File: config.mk
export PLATFORM = sky130hd
export DESIGN_NAME = ccsp_device_flat
export DESIGN_NICKNAME = d
export VERILOG_FILES = /design/src/verilog/ccsp_pkg.sv /design/src/verilog/ccsp_if.sv /design/src/verilog/ccsp_device.sv /design/src/flat_wrapper.sv
export VERILOG_INCLUDE_DIRS = /design/src /design/src/verilog
export SDC_FILE = /design/constraint.sdc
export NUM_CORES = 1
export LEC_CHECK = 0
export ABC_AREA = 1
export BUFFER_PORTS_ARGS = -buffer_cell sky130_fd_sc_hd__buf_2
export CAP_MARGIN = 20
export CORE_ASPECT_RATIO = 2
export CORE_MARGIN = 3
export CORE_UTILIZATION = 55
export CTS_BUF_LIST = sky130_fd_sc_hd__clkbuf_2
export DETAILED_ROUTE_END_ITERATION = 16
export PLACE_DENSITY = 0.76
export SLEW_MARGIN = 20
export SYNTH_ARGS = -nofsm -noshare
export SYNTH_HDL_FRONTEND = slang
export SYNTH_SLANG_ARGS = --single-unit
File: constraint.sdc
create_clock -name clk_sys_i -period 2.6 [get_ports clk_sys_i]
set_input_delay 0.52 -clock clk_sys_i [delete_from_list [all_inputs] [get_ports clk_sys_i]]
set_output_delay 0.52 -clock clk_sys_i [all_outputs]
set_load 0.01 [all_outputs]
File: src/verilog/ccsp_defs.svh
// Constants shared by both ends of the card coupler serial port
`ifndef CCSP_DEFS_SVH
`define CCSP_DEFS_SVH
// Clock and link timing
`define CCSP_CLK_PERIOD_NS 100
`define CCSP_LINK_PERIOD_NS 800
`define CCSP_HALF_DIV (`CCSP_LINK_PERIOD_NS / `CCSP_CLK_PERIOD_NS / 2)
// Command byte fields
`define CCSP_ADDR_MSB 7
`define CCSP_ADDR_LSB 5
`define CCSP_SUP_MSB 1
`define CCSP_SUP_LSB 0
`define CCSP_ADDR_ALL 3'h5
`define CCSP_BITS_PER_BYTE 4'h8
`define CCSP_ADDR_BITS 3'h3
// Status byte fields
`define CCSP_ST_PRESENT 4
`define CCSP_ST_IO 3
`define CCSP_ST_IRQ 2
// Reset values
`define CCSP_SYNC_RST 8'h02
`define CCSP_CMD_RST 8'h00
`define CCSP_SUP_RST 2'h0
`define CCSP_CTRL_RST 2'h0
// Host register offsets and fields
`define CCSP_REG_TX 2'h0
`define CCSP_REG_CTRL 2'h1
`define CCSP_REG_STATUS 2'h2
`define CCSP_REG_RX 2'h3
`define CCSP_CTRL_HOLD 0
`define CCSP_CTRL_IDLE_HIGH 1
`endif

File: src/verilog/ccsp_pkg.sv
// Types shared by both ends of the card coupler serial port
`default_nettype none
package ccsp_pkg;
	typedef logic [7:0] ccsp_byte_t;
	typedef logic [2:0] ccsp_addr_t;
	typedef logic [1:0] ccsp_sup_t;
	typedef enum logic [2:0] {H_IDLE, H_SETUP, H_LOW, H_HIGH, H_GAP, H_END} ccsp_hstate_t;
endpackage
`default_nettype wire

File: src/verilog/ccsp_if.sv
// Serial link and interrupt line between host and coupler
`default_nettype none
interface ccsp_if;
	logic spi_clk; // Serial clock from host
	logic cs_n; // Chip select, active low
	logic mosi; // Command data from host
	logic miso; // Status data from coupler
	logic miso_oe; // Coupler drives miso while high
	logic miso_line; // Resolved line, pulled high when undriven
	logic irq_n; // Interrupt, active low
	assign miso_line = miso_oe ? miso : 1'b1;
	modport device (input spi_clk, input cs_n, input mosi, output miso, output miso_oe,
		output irq_n);
	modport host (output spi_clk, output cs_n, output mosi, input miso_line, input irq_n);
endinterface
`default_nettype wire

File: src/verilog/ccsp_device.sv
// Coupler end: serial slave command port and interrupt logic
// Operation
// - Interrupt output high after reset
// - Insertion, extraction or supply fault pulls interrupt
// - Interrupt never gated by select or address
// - Clear only in addressed write, address 0xx/101
// - Non-zero supply write acknowledges insertion
// - Zero supply write clears extraction
// - Overload forces supply zero, zero write clears
// - Pending interrupt stays low without release
// - Host polls status to find interrupt source
// - Slave only, either clock idle level
// - Host drives clock, select, mosi; device miso
// - Write-only command, read-only status registers
// - Select high ignores all serial activity
// - Select fall clears shifter, restarts framing
// - Bit valid at fall, shifted at rise
// - MSB first, first three bits are address
// - Address matched against aux contact straps
// - Full byte latched at select rise
// - Several bytes per frame, each decoded alone
// - Host leaves half period between byte bursts
// - Status bit 4 high when card present
// - Status bit 3 mirrors card data line
`include "ccsp_defs.svh"
`default_nettype none
module ccsp_device #(
	parameter bit DETECT_ACTIVE_HIGH = 1'b1
) (
	input wire logic clk_sys_i,
	input wire logic sys_rst_i,
	ccsp_if.device link,
	input wire logic card_presence_switch_i,
	input wire logic supply_fault_i,
	input wire logic card_io_level_i,
	input wire logic aux_contact_low_i,
	input wire logic aux_contact_high_i,
	output logic irq_n_o,
	output var ccsp_pkg::ccsp_byte_t host_command_register_o,
	output logic cmd_update_o,
	output var ccsp_pkg::ccsp_sup_t card_supply_output_o,
	output logic card_present_o
);
	import ccsp_pkg::*;

	logic [7:0] async_in; // Every input from outside this clock
	logic [7:0] meta; // First synchroniser stage, read only by sync
	logic [7:0] sync; // Second synchroniser stage
	logic sclk_q; // Previous serial clock level
	logic csn_q; // Previous select level
	logic fault_q; // Previous fault level
	ccsp_byte_t shreg; // Input shift register
	logic [2:0] bitcnt; // Bits taken in the current byte
	logic matched; // Current byte addresses this chip
	ccsp_byte_t pend; // Last complete byte for this chip
	logic pend_valid; // A byte waits for select rise
	logic apply; // Pending byte takes effect this cycle
	logic flag_ins; // Insertion pending
	logic flag_ext; // Extraction pending
	logic flag_ov; // Overload pending
	logic miso_q; // Status bit on the line
	logic miso_oe_q; // Line driven
	logic irq_q; // Interrupt level, active low
	ccsp_byte_t status; // Read-back status byte
	logic present; // Card present, polarity removed
	logic sclk_s, csn_s, mosi_s, io_s;
	logic sclk_rise, sclk_fall, cs_fall, cs_rise;
	logic ins_ev, ext_ev, ov_ev;
	ccsp_sup_t wr_sup; // Supply field of the applied byte

	// Chip hit: local address from straps, or the shared code
	function automatic logic chip_hit(input ccsp_addr_t a, input logic [1:0] strap);
		chip_hit = (a[2] == 1'b0 && a[1:0] == strap) || a == `CCSP_ADDR_ALL;
	endfunction

	assign async_in = {aux_contact_high_i, aux_contact_low_i, card_io_level_i,
		supply_fault_i, card_presence_switch_i, link.mosi, link.cs_n, link.spi_clk};

	// Two-stage synchronisers for every pin
	always_ff @(posedge clk_sys_i) begin
		if (sys_rst_i) begin
			meta <= `CCSP_SYNC_RST;
			sync <= `CCSP_SYNC_RST;
		end else begin
			meta <= async_in;
			sync <= meta;
		end
	end

	assign sclk_s = sync[0];
	assign csn_s = sync[1];
	assign mosi_s = sync[2];
	assign io_s = sync[5];
	// Both edges found, so either idle level works
	assign sclk_rise = sclk_s & ~sclk_q;
	assign sclk_fall = ~sclk_s & sclk_q;
	assign cs_fall = ~csn_s & csn_q;
	assign cs_rise = csn_s & ~csn_q;
	assign present = DETECT_ACTIVE_HIGH ? sync[3] : ~sync[3];
	assign ins_ev = present & ~card_present_o;
	assign ext_ev = ~present & card_present_o;
	assign ov_ev = sync[4] & ~fault_q;
	assign apply = cs_rise & pend_valid;
	assign wr_sup = pend[`CCSP_SUP_MSB:`CCSP_SUP_LSB];

	// Edge history
	always_ff @(posedge clk_sys_i) begin
		if (sys_rst_i) begin
			sclk_q <= 1'b0;
			csn_q <= 1'b1;
			fault_q <= 1'b0;
			card_present_o <= 1'b0;
		end else begin
			sclk_q <= sclk_s;
			csn_q <= csn_s;
			fault_q <= sync[4];
			card_present_o <= present;
		end
	end

	// Byte framing and on-the-fly address decode
	always_ff @(posedge clk_sys_i) begin
		if (sys_rst_i) begin
			shreg <= '0;
			bitcnt <= '0;
			matched <= 1'b0;
			pend <= `CCSP_CMD_RST;
			pend_valid <= 1'b0;
		end else if (cs_fall) begin
			// Fresh frame, nothing left from the last one
			shreg <= '0;
			bitcnt <= '0;
			matched <= 1'b0;
			pend_valid <= 1'b0;
		end else if (!csn_s && sclk_rise) begin
			// Shift on rising edge, MSB first
			shreg <= {shreg[6:0], mosi_s};
			if (bitcnt == 3'(`CCSP_ADDR_BITS - 3'h1)) begin
				matched <= chip_hit({shreg[1:0], mosi_s},
					{sync[7], sync[6]});
			end
			if (bitcnt == 3'(`CCSP_BITS_PER_BYTE - 4'h1)) begin
				// Byte done; the next one is decoded on its own
				bitcnt <= '0;
				matched <= 1'b0;
				if (matched) begin
					pend <= {shreg[6:0], mosi_s};
					pend_valid <= 1'b1;
				end
			end else begin
				bitcnt <= bitcnt + 3'h1;
			end
		end else if (apply) begin
			pend_valid <= 1'b0;
		end
	end

	// Command register; a partial last byte is dropped on purpose
	always_ff @(posedge clk_sys_i) begin
		if (sys_rst_i) begin
			host_command_register_o <= `CCSP_CMD_RST;
			cmd_update_o <= 1'b0;
		end else begin
			cmd_update_o <= apply;
			if (apply) begin
				host_command_register_o <= pend;
			end
		end
	end

	// Card supply; overload wins over a write in the same cycle
	always_ff @(posedge clk_sys_i) begin
		if (sys_rst_i) begin
			card_supply_output_o <= `CCSP_SUP_RST;
		end else if (ov_ev) begin
			card_supply_output_o <= `CCSP_SUP_RST;
		end else if (apply) begin
			card_supply_output_o <= wr_sup;
		end
	end

	// Sticky sources; a new event beats a clear in the same cycle
	always_ff @(posedge clk_sys_i) begin
		if (sys_rst_i) begin
			flag_ins <= 1'b0;
			flag_ext <= 1'b0;
			flag_ov <= 1'b0;
		end else begin
			if (ins_ev) begin
				flag_ins <= 1'b1;
			end else if (apply && wr_sup != 2'h0) begin
				flag_ins <= 1'b0;
			end
			if (ext_ev) begin
				flag_ext <= 1'b1;
			end else if (apply && wr_sup == 2'h0) begin
				flag_ext <= 1'b0;
			end
			if (ov_ev) begin
				flag_ov <= 1'b1;
			end else if (apply && wr_sup == 2'h0) begin
				flag_ov <= 1'b0;
			end
		end
	end

	// Interrupt level ignores select and address entirely
	always_ff @(posedge clk_sys_i) begin
		if (sys_rst_i) begin
			irq_q <= 1'b1;
		end else begin
			irq_q <= ~(flag_ins | flag_ext | flag_ov);
		end
	end

	assign status = {3'h0, card_present_o, io_s, ~irq_q, card_supply_output_o};

	// Status out on falling edges, only after an address match
	always_ff @(posedge clk_sys_i) begin
		if (sys_rst_i) begin
			miso_q <= 1'b1;
			miso_oe_q <= 1'b0;
		end else if (csn_s) begin
			miso_oe_q <= 1'b0;
		end else if (sclk_fall) begin
			if (matched && bitcnt >= `CCSP_ADDR_BITS) begin
				miso_oe_q <= 1'b1;
				miso_q <= status[3'h7 - bitcnt];
			end else begin
				miso_oe_q <= 1'b0;
			end
		end
	end

	assign link.miso = miso_q;
	assign link.miso_oe = miso_oe_q;
	assign link.irq_n = irq_q;
	assign irq_n_o = irq_q;
endmodule
`default_nettype wire

File: src/flat_wrapper.sv
// flat-port wrapper written by rule: the top's interface ports become plain ports
module ccsp_device_flat import ccsp_pkg::*;
#(
	parameter bit DETECT_ACTIVE_HIGH = 1'b1
)
  (clk_sys_i, sys_rst_i, card_presence_switch_i, supply_fault_i, card_io_level_i, aux_contact_low_i, aux_contact_high_i, irq_n_o, host_command_register_o, cmd_update_o, card_supply_output_o, card_present_o, link_spi_clk, link_cs_n, link_mosi, link_miso, link_miso_oe, link_irq_n);
  ccsp_if link_i ();
  input wire logic clk_sys_i;
  input wire logic sys_rst_i;
  input wire logic card_presence_switch_i;
  input wire logic supply_fault_i;
  input wire logic card_io_level_i;
  input wire logic aux_contact_low_i;
  input wire logic aux_contact_high_i;
  output logic irq_n_o;
  output var ccsp_pkg::ccsp_byte_t host_command_register_o;
  output logic cmd_update_o;
  output var ccsp_pkg::ccsp_sup_t card_supply_output_o;
  output logic card_present_o;
  input wire logic [$bits(link_i.spi_clk)-1:0] link_spi_clk;
  input wire logic [$bits(link_i.cs_n)-1:0] link_cs_n;
  input wire logic [$bits(link_i.mosi)-1:0] link_mosi;
  output wire logic [$bits(link_i.miso)-1:0] link_miso;
  output wire logic [$bits(link_i.miso_oe)-1:0] link_miso_oe;
  output wire logic [$bits(link_i.irq_n)-1:0] link_irq_n;
  assign link_i.spi_clk = link_spi_clk;
  assign link_i.cs_n = link_cs_n;
  assign link_i.mosi = link_mosi;
  assign link_miso = link_i.miso;
  assign link_miso_oe = link_i.miso_oe;
  assign link_irq_n = link_i.irq_n;
  ccsp_device #(.DETECT_ACTIVE_HIGH(DETECT_ACTIVE_HIGH)) u_core (.clk_sys_i(clk_sys_i), .sys_rst_i(sys_rst_i), .link(link_i), .card_presence_switch_i(card_presence_switch_i), .supply_fault_i(supply_fault_i), .card_io_level_i(card_io_level_i), .aux_contact_low_i(aux_contact_low_i), .aux_contact_high_i(aux_contact_high_i), .irq_n_o(irq_n_o), .host_command_register_o(host_command_register_o), .cmd_update_o(cmd_update_o), .card_supply_output_o(card_supply_output_o), .card_present_o(card_present_o));
endmodule
==> results of run 1 <==
==> where the power goes <==
part | switching, mW | total (mW) | internal, mW
Sequential | 0.00849 | 0.901 | 0.892
Combinational | 0.0387 | 0.0616 | 0.0229
Clock | 0.313 | 0.532 | 0.219
==> state kept, by name (all words and copies together), names as in the netlist, 2 cells and up <==
signal and count:
u_core.meta 8, u_core.sync 8, u_core.shreg 7, u_core.bitcnt 3, u_core.host_command_register_o 8, u_core.pend 8
u_core.card_supply_output_o 2
==> kinds of logic (layout without fill, tap and decap cells) <==
group / Yosys count / in the layout / share of synthesized area
AOI/OAI and AO/OA: 40 / 40 / 0.09474
adders and majority gates: 4 / 4 / 0.02311
buffers and inverters: 49 / 82 / 0.09359
DFF: 57 / 57 / 0.5269
and+or+nand+nor: 132 / 132 / 0.2617
==> metal layers <==
layer,global-route usage,vias up,wire (um)
met5,0,-,0
met2,0.3559,46,2157
met1,0.1690,771,1418
met3,0.04423,17,183
li1,-,919,-
met4,0.1281,0,137
==> through the flow <==
stage,worst slack (ps),hold slack [ps],util,power (mW),instances
global route,956.1,199.9,0.6557,1.554,364
finish,1074,227.4,0.6557,1.494,364
global placement,969.9,391.2,0.6261,0.9797,348
CTS,1039,192.8,0.6557,1.509,364
detailed placement,950.3,398.0,0.6261,0.9821,348
floorplan,1349,388.3,-,0.9649,282
==> tightest hold or removal path: stages <==
cell and delay, ps:
buf_2 90, inv_1 40, nor2_1 30
==> path summary, 6_finish.rpt <==
check / startpoint / to / slack, ps / cells after the start
worst max-delay path: u_core.card_supply_output_o[0] / card_supply_output_o[0] / 1070 / 1
worst min-delay path: supply_fault_i / u_core.meta[4] / 230 / 3
worst max register to register: u_core.bitcnt[0] / u_core.bitcnt[1] / 1140 / 6
worst min register to register: u_core.meta[2] / u_core.sync[2] / 410 / 2
==> layout make-up <==
class | count | share of cell area
tap | 49 | 0.02538
sequential | 57 | 0.4723
multi-input combinational | 176 | 0.3402
timing repair buffer | 26 | 0.05489
inverter | 40 | 0.06214
clock inverter | 6 | 0.02434
clock buffer | 10 | 0.02071
==> cells in the mapped netlist, types with 2 or more instances <==
master / instances
dfxtp_1: 57
nor2_1: 54
nand2_1: 53
inv_1: 38
a21oi_1: 19
o21ai_0: 19
nand3_1: 12
buf_4: 4
ha_1: 4
buf_2: 3
or2_2: 3
buf_1: 2
nand2_2: 2
nor2_2: 2
nor2_4: 2
==> flow_summary_export.csv, run 1 <==
group,metric,value,unit
logic_synthesis,synth_area_leader_cell,"dfxtp_1",
timing,setup_total_negative_slack,0,ps
setup_path,critical_setup_path_class,"register to primary output",
clock_tree,cts_root_buffer,"clkbuf_2",
grt,global_route_wire_length_before_repair,6610,um
power_and_ir_drop,ir_drop,359.1,uV
setup_path,path_cells,"buf_2",
setup_path,worstPathBufferInverterCount,1,
clock_tree,post_cts.repair.setup_buffers,0,
logic_synthesis,syn-cell-area,2166,um2
clock_tree,cts_resized,0,
floorplan,rows,31,
floorplan,fp.coreArea,3685,um2
detailed_routing,drt-total-wl,3896,um
detailed_routing,drt_drc_violations_left,0,
cells_and_area,ff_latch_area,1141,um2
logic_synthesis,post_synth_main_area_contributors,"dfxtp_1, nor2_1, nand2_1",
setup_path,critPathMaxStageDelay,390,ps
logic_synthesis,synth_edf_count,0,
placed_design,gp_congestion,0.8295,
detailed_routing,drt-vias-per-instance,4.816,
setup_path,worst-path-max-fanout,3,
cells_and_area,drive_above_1_share,0.1683,
detailed_routing,detail-route-antenna-nets,0,
cells_and_area,mostFrequentLayoutCell,"dfxtp_1",
timing,fin_crit_sh,0.5870,
clock_tree,worst_skew_pair.late_latency,490,ps
setup_path,slowest_cp_cell,"dfxtp_1",
cells_and_area,synthToLayoutAreaGrowth,11.55,%
detailed_routing,route.vias.total,1753,
logic_synthesis,synthesis.yosys.warnings,0,
power_and_ir_drop,power.density_cell_area,618.5,nW/um2
timing,grt_setup_unrepaired,"no",
logic_synthesis,synthDistinctLibCells,23,
grt,grt.overflow.total,0,
clock_tree,numCtsBuffers,9,
logic_synthesis,postSynthRegisterBits,57,
detailed_routing,drtIter0Drc,29,
cells_and_area,fin_area,2416,um2
logic_synthesis,synth-async-reset-ratio,0,
floorplan,chipWidth,50.37,um
cells_and_area,n_fill_cell,332,
logic_synthesis,mappedNetlistNets,296,
logic_synthesis,synthesis.area_per_instance,7.680,um2
logic_synthesis,synth_sequential_area_ratio,0.5269,
timing,fin_skew,38.56,ps
timing,timing.final.setup_violations,0,
detailed_routing,first_pass_drt_iterations,4,
placed_design,hpwlAfterDp,2954,um
setup_path,startpoint_type,"register",
cells_and_area,multiInputGateArea,822.0,um2
worst_hold_path,holdCritPathClass,"input pin to register",
grt,first_global_vias,1582,
floorplan,floorplan.die.height,94.75,um
clock_tree,buffers_from_clock_root_to_sink_at_most,2,
timing,timing_hold_violations_final,0,
setup_path,required,2080,ps
floorplan,floorplan.die_area,4772,um2
timing,max_clock_freq,0.6552,GHz
clock_tree,register_clock_pin_slew_on_the_reported_worst_setup_and_hold_paths,160,ps
placed_design,detailed_place.area,2307,um2
logic_synthesis,number_of_instances_in_the_synthesized_netlist,282,
placed_design,io_buffers,25,
logic_synthesis,synth_ff_type,"dfxtp_1",
setup_path,path_delay_family,"flip-flops",
cells_and_area,layout.cells.most_common_list,"dfxtp_1, nor2_1, nand2_1",
clock_tree,tritoncts_clock_tree,"built",
floorplan,initial_utilization,0.5878,
detailed_routing,post_drt_wl_per_cell,10.70,um
timing,timing.final.max_slew_violations,0,
cells_and_area,num_antenna_cells,0,
cells_and_area,layout.nets,324,
clock_tree,clkSinkCount,57,
timing,timing_worst_slew_pin_value,482.5,ps
clock_tree,htree_num_levels,3,
run_status,outcome,"finished clean",
setup_path,crit_arrival,1010,ps
logic_synthesis,share_of_the_synthesized_area_in_the_top_cell_type,0.5269,
timing,max_slew_headroom,0.6784,
timing,period_minus_slack,1526,ps
setup_path,cp-end-kind,"primary output",
flow_run,cap_viol_max_count,0,
grt,grt_antenna_before_repair,0,
clock_tree,cts-hold-fix-buffers,0,
grt,grt_max_degree,29,
power_and_ir_drop,total_leakage_power,1.035,nW
grt,groute.usage.overall,0.1885,
floorplan,pin_count,26,
Note: power is estimated with default switching activity, not from simulation.
==> run 2: changes to the inputs <==
--- a/config.mk
+++ b/config.mk
@@ -6,15 +6,15 @@
 export SDC_FILE = /design/constraint.sdc
 export NUM_CORES = 1
 export LEC_CHECK = 0
-export ABC_AREA = 1
+export ABC_AREA = 0
 export BUFFER_PORTS_ARGS = -buffer_cell sky130_fd_sc_hd__buf_2
 export CAP_MARGIN = 20
 export CORE_ASPECT_RATIO = 2
 export CORE_MARGIN = 3
-export CORE_UTILIZATION = 55
+export CORE_UTILIZATION = 53
 export CTS_BUF_LIST = sky130_fd_sc_hd__clkbuf_2
 export DETAILED_ROUTE_END_ITERATION = 16
-export PLACE_DENSITY = 0.76
+export PLACE_DENSITY = 0.77
 export SLEW_MARGIN = 20
 export SYNTH_ARGS = -nofsm -noshare
 export SYNTH_HDL_FRONTEND = slang
==> constraint.sdc (replaced) <==
create_clock -name clk_sys_i -period 1.4 [get_ports clk_sys_i]
set_input_delay 0.28 -clock clk_sys_i [delete_from_list [all_inputs] [get_ports clk_sys_i]]
set_output_delay 0.28 -clock clk_sys_i [all_outputs]
set_load 0.01 [all_outputs]
==> run 2 against run 1 <==
Compared with the run above: the run now ends with negative setup slack left; total power increased by 85%; count of clock-buffer cells in the layout is 1 lower; sequential share of layout area fell by 3.0 points; sequential power grew 85%; synthesized cell count down 22%; clock power rose by 82%; die area is 0.44% lower; sequential cell count did not move; critical endpoint is now u_core.pend[6]; highest routed layer unchanged.
==> flow_summary_export.csv, run 2 <==
group,metric,value,unit
placed_design,hpwlAfterDp,2884,um
timing,timing.final.max_slew_violations,0,
power_and_ir_drop,power.density_cell_area,1061,nW/um2
logic_synthesis,synthDistinctLibCells,31,
grt,global_route_wire_length_before_repair,6596,um
logic_synthesis,synth_edf_count,0,
logic_synthesis,mappedNetlistNets,235,
timing,period_minus_slack,1596,ps
power_and_ir_drop,ir_drop,1022,uV
grt,first_global_vias,1579,
grt,grt.overflow.total,0,
detailed_routing,drt-vias-per-instance,4.957,
clock_tree,numCtsBuffers,9,
setup_path,crit_arrival,1950,ps
power_and_ir_drop,p_sw,0.6513,mW
flow_run,cap_viol_max_count,0,
floorplan,floorplan.die.height,94.53,um
cells_and_area,num_antenna_cells,0,
timing,fin_crit_sh,1.140,
cells_and_area,fin_area,2604,um2
timing,timing_hold_violations_final,0,
grt,groute.usage.overall,0.1903,
run_status,outcome,"complete, but fails checks",
grt,grt_antenna_before_repair,0,
setup_path,critPathMaxStageDelay,390,ps
cells_and_area,layout.cells.most_common_list,"dfxtp_1, nand2_1, buf_2",
clock_tree,htree_num_levels,3,
placed_design,io_buffers,25,
logic_synthesis,post_synth_main_area_contributors,"dfxtp_1, nor2b_1, nand2_1",
floorplan,initial_utilization,0.5637,
setup_path,cp-end-kind,"register",
worst_hold_path,holdCritPathClass,"input pin to register",
cells_and_area,drive_above_1_share,0.2671,
setup_path,critical_setup_path_class,"register to register",
logic_synthesis,synth_ff_type,"dfxtp_1",
power_and_ir_drop,power.sequential.fraction,0.603,
detailed_routing,drt_drc_violations_left,0,
clock_tree,tritoncts_clock_tree,"built",
clock_tree,register_clock_pin_slew_on_the_reported_worst_setup_and_hold_paths,160,ps
setup_path,worst-path-max-fanout,8,
setup_path,slowest_cp_cell,"dfxtp_4",
detailed_routing,drt-total-wl,4034,um
logic_synthesis,synth_top_cells_by_count,"dfxtp_1, nand2_1, nor2b_1",
logic_synthesis,syn-cell-area,2077,um2
cells_and_area,mostFrequentLayoutCell,"dfxtp_1",
detailed_routing,drtIter0Drc,24,
placed_design,dp.cells,301,
cells_and_area,layout.core_utilization,0.7066,
logic_synthesis,synthesis.yosys.warnings,0,
logic_synthesis,number_of_instances_in_the_synthesized_netlist,221,
grt,grt_max_degree,36,
logic_synthesis,synth-async-reset-ratio,0,
logic_synthesis,yosysMostFrequentCell,"dfxtp_1",
timing,max_clock_freq,0.6266,GHz
cells_and_area,layout.nets,286,
cells_and_area,n_fill_cell,297,
power_and_ir_drop,share_comb_of_total_power,0.046,
timing,setup_total_negative_slack,-1621,ps
grt,grtUsageMet3,0.06635,
placed_design,gp_congestion,0.8377,
floorplan,chipWidth,50.27,um
floorplan,fp.coreArea,3685,um2
setup_path,required,1760,ps
logic_synthesis,synth_area_leader_cell,"dfxtp_1",
detailed_routing,post_drt_wl_per_cell,12.37,um
timing,fin_skew,15.18,ps
floorplan,rows,31,
clock_tree,worst_skew_pair.late_latency,460,ps
placed_design,detailed_place.area,2397,um2
floorplan,floorplan.die_area,4752,um2
grt,busiest_layer,"met2",
timing,grt_setup_unrepaired,"yes",
power_and_ir_drop,clkPwrFrac,0.351,
detailed_routing,detail-route-antenna-nets,0,
cells_and_area,finalNonFillerCells,326,
run_status,failed_checks,"negative setup slack",
power_and_ir_drop,power_report.internal_total,2.112,mW
power_and_ir_drop,total_leakage_power,1.025,nW
logic_synthesis,postSynthRegisterBits,57,
power_and_ir_drop,sw_frac_of_total,0.2357,
timing,timing.final.setup_violations,10,
timing,setup_ws,-196.0,ps
detailed_routing,first_pass_drt_iterations,6,
detailed_routing,route.vias.total,1616,
logic_synthesis,synth_sequential_area_ratio,0.5494,
setup_path,path_cells,"buf_4, buf_6, nand3_1, nor4_4, buf_12, mux2i_1, nor2_1",
logic_synthesis,share_of_the_synthesized_area_in_the_top_cell_type,0.5494,
timing,max_slew_headroom,0.7424,
cells_and_area,synthToLayoutAreaGrowth,25.36,%
logic_synthesis,synthesis.area_per_instance,9.398,um2
floorplan,pin_count,26,
clock_tree,cts_root_buffer,"clkbuf_2",
setup_path,startpoint_type,"register",
clock_tree,clkSinkCount,57,
timing,timing_worst_slew_pin_value,385.2,ps
clock_tree,buffers_from_clock_root_to_sink_at_most,2,
grt,grt_use_met2,0.3297,
grt,gr-usage-met1,0.1876,
[run 2: changes by cell type after synthesis, sizes merged, moves of 3 or more]
cell,before,now
nand3,12,1
nor2b,0,23
clkbuf,0,10
o21ai,19,1
mux2i,0,10
buf,9,3
nand2,55,35
nor2,58,17
a211oi,0,4
a31oi,0,3
nor3,2,6
inv,39,7
[run 2: worst paths after layout]
check | startpoint | endpoint | slack, ps | depth (start not counted)
setup / recovery | u_core.bitcnt[0] | u_core.pend[6] | -200 | 7
hold / removal | sys_rst_i | u_core.fault_q | 180 | 3
setup reg to reg | u_core.bitcnt[0] | u_core.pend[6] | -200 | 7
hold reg to reg | u_core.meta[1] | u_core.sync[1] | 420 | 1
[run 2: what timing repair did]
action,4_1_cts,5_1_grt
setup endpoints to repair,10,11
gates resized for setup,2,3
hold buffers,7,1
buffers inserted,0,1
hold endpoints to repair,7,1
pin swaps,0,1
[run 2: per-layer routing]
layer	share of wire	up-vias
li1	-	833
met1	0.38	737
met2	0.55	31
met3	0.037	15
met4	0.034	0
met5	0	-
[run 2: cell families after synthesis]
kind of cell / count (synthesis) / synth area share
AND/OR/NAND/NOR: 94 / 0.2301
adder cells (fa/ha/maj): 4 / 0.02410
AO/OA/AOI/OAI: 34 / 0.09699
flip-flops: 57 / 0.5494
XOR/XNOR: 1 / 0.004218
buffers and inverters: 20 / 0.04157
multiplexers: 11 / 0.05362
[run 2: area by class of cell]
class / instances / area [um2] / share of cell area
well taps: 49 / 61.31 / 0.02355
repair buffers: 53 / 384.1 / 0.1475
multi-input cells: 144 / 873.3 / 0.3354
flip-flops and latches: 57 / 1152 / 0.4426
clock inverters: 7 / 61.31 / 0.02355
clock buffers: 9 / 45.04 / 0.01730
inverters: 7 / 26.28 / 0.01009
[run 2: stage by stage]
stage	setup slack, ps	hold slack (ps)	total power, mW
2_1_floorplan	-165.5	383.8	1.768
3_3_place_gp	-167.5	393.5	1.810
3_5_place_dp	-209.9	395.9	1.813
4_1_cts	-187.9	4.243	2.796
5_1_grt	-269.3	153.9	2.885
6_report	-196.0	177.7	2.764
[run 2: power groups by stage]
| stage | clock (mW) | combinational, mW | sequential [mW] |
|---|---|---|---|
| final | 0.969 | 0.128 | 1.67 |
| after global routing | 1.07 | 0.143 | 1.67 |
| after CTS | 1.00 | 0.127 | 1.67 |
| after detailed placement | 0 | 0.111 | 1.70 |
| after global placement | 0 | 0.109 | 1.70 |
| after floorplan | 0 | 0.0683 | 1.70 |
[run 2: critical path, delay by kind of cell (launching register included)]
family,cells,cell delay (ps)
flip-flops,1,390
AND/OR/NAND/NOR,3,510
buffers and inverters,3,400
multiplexers,1,200
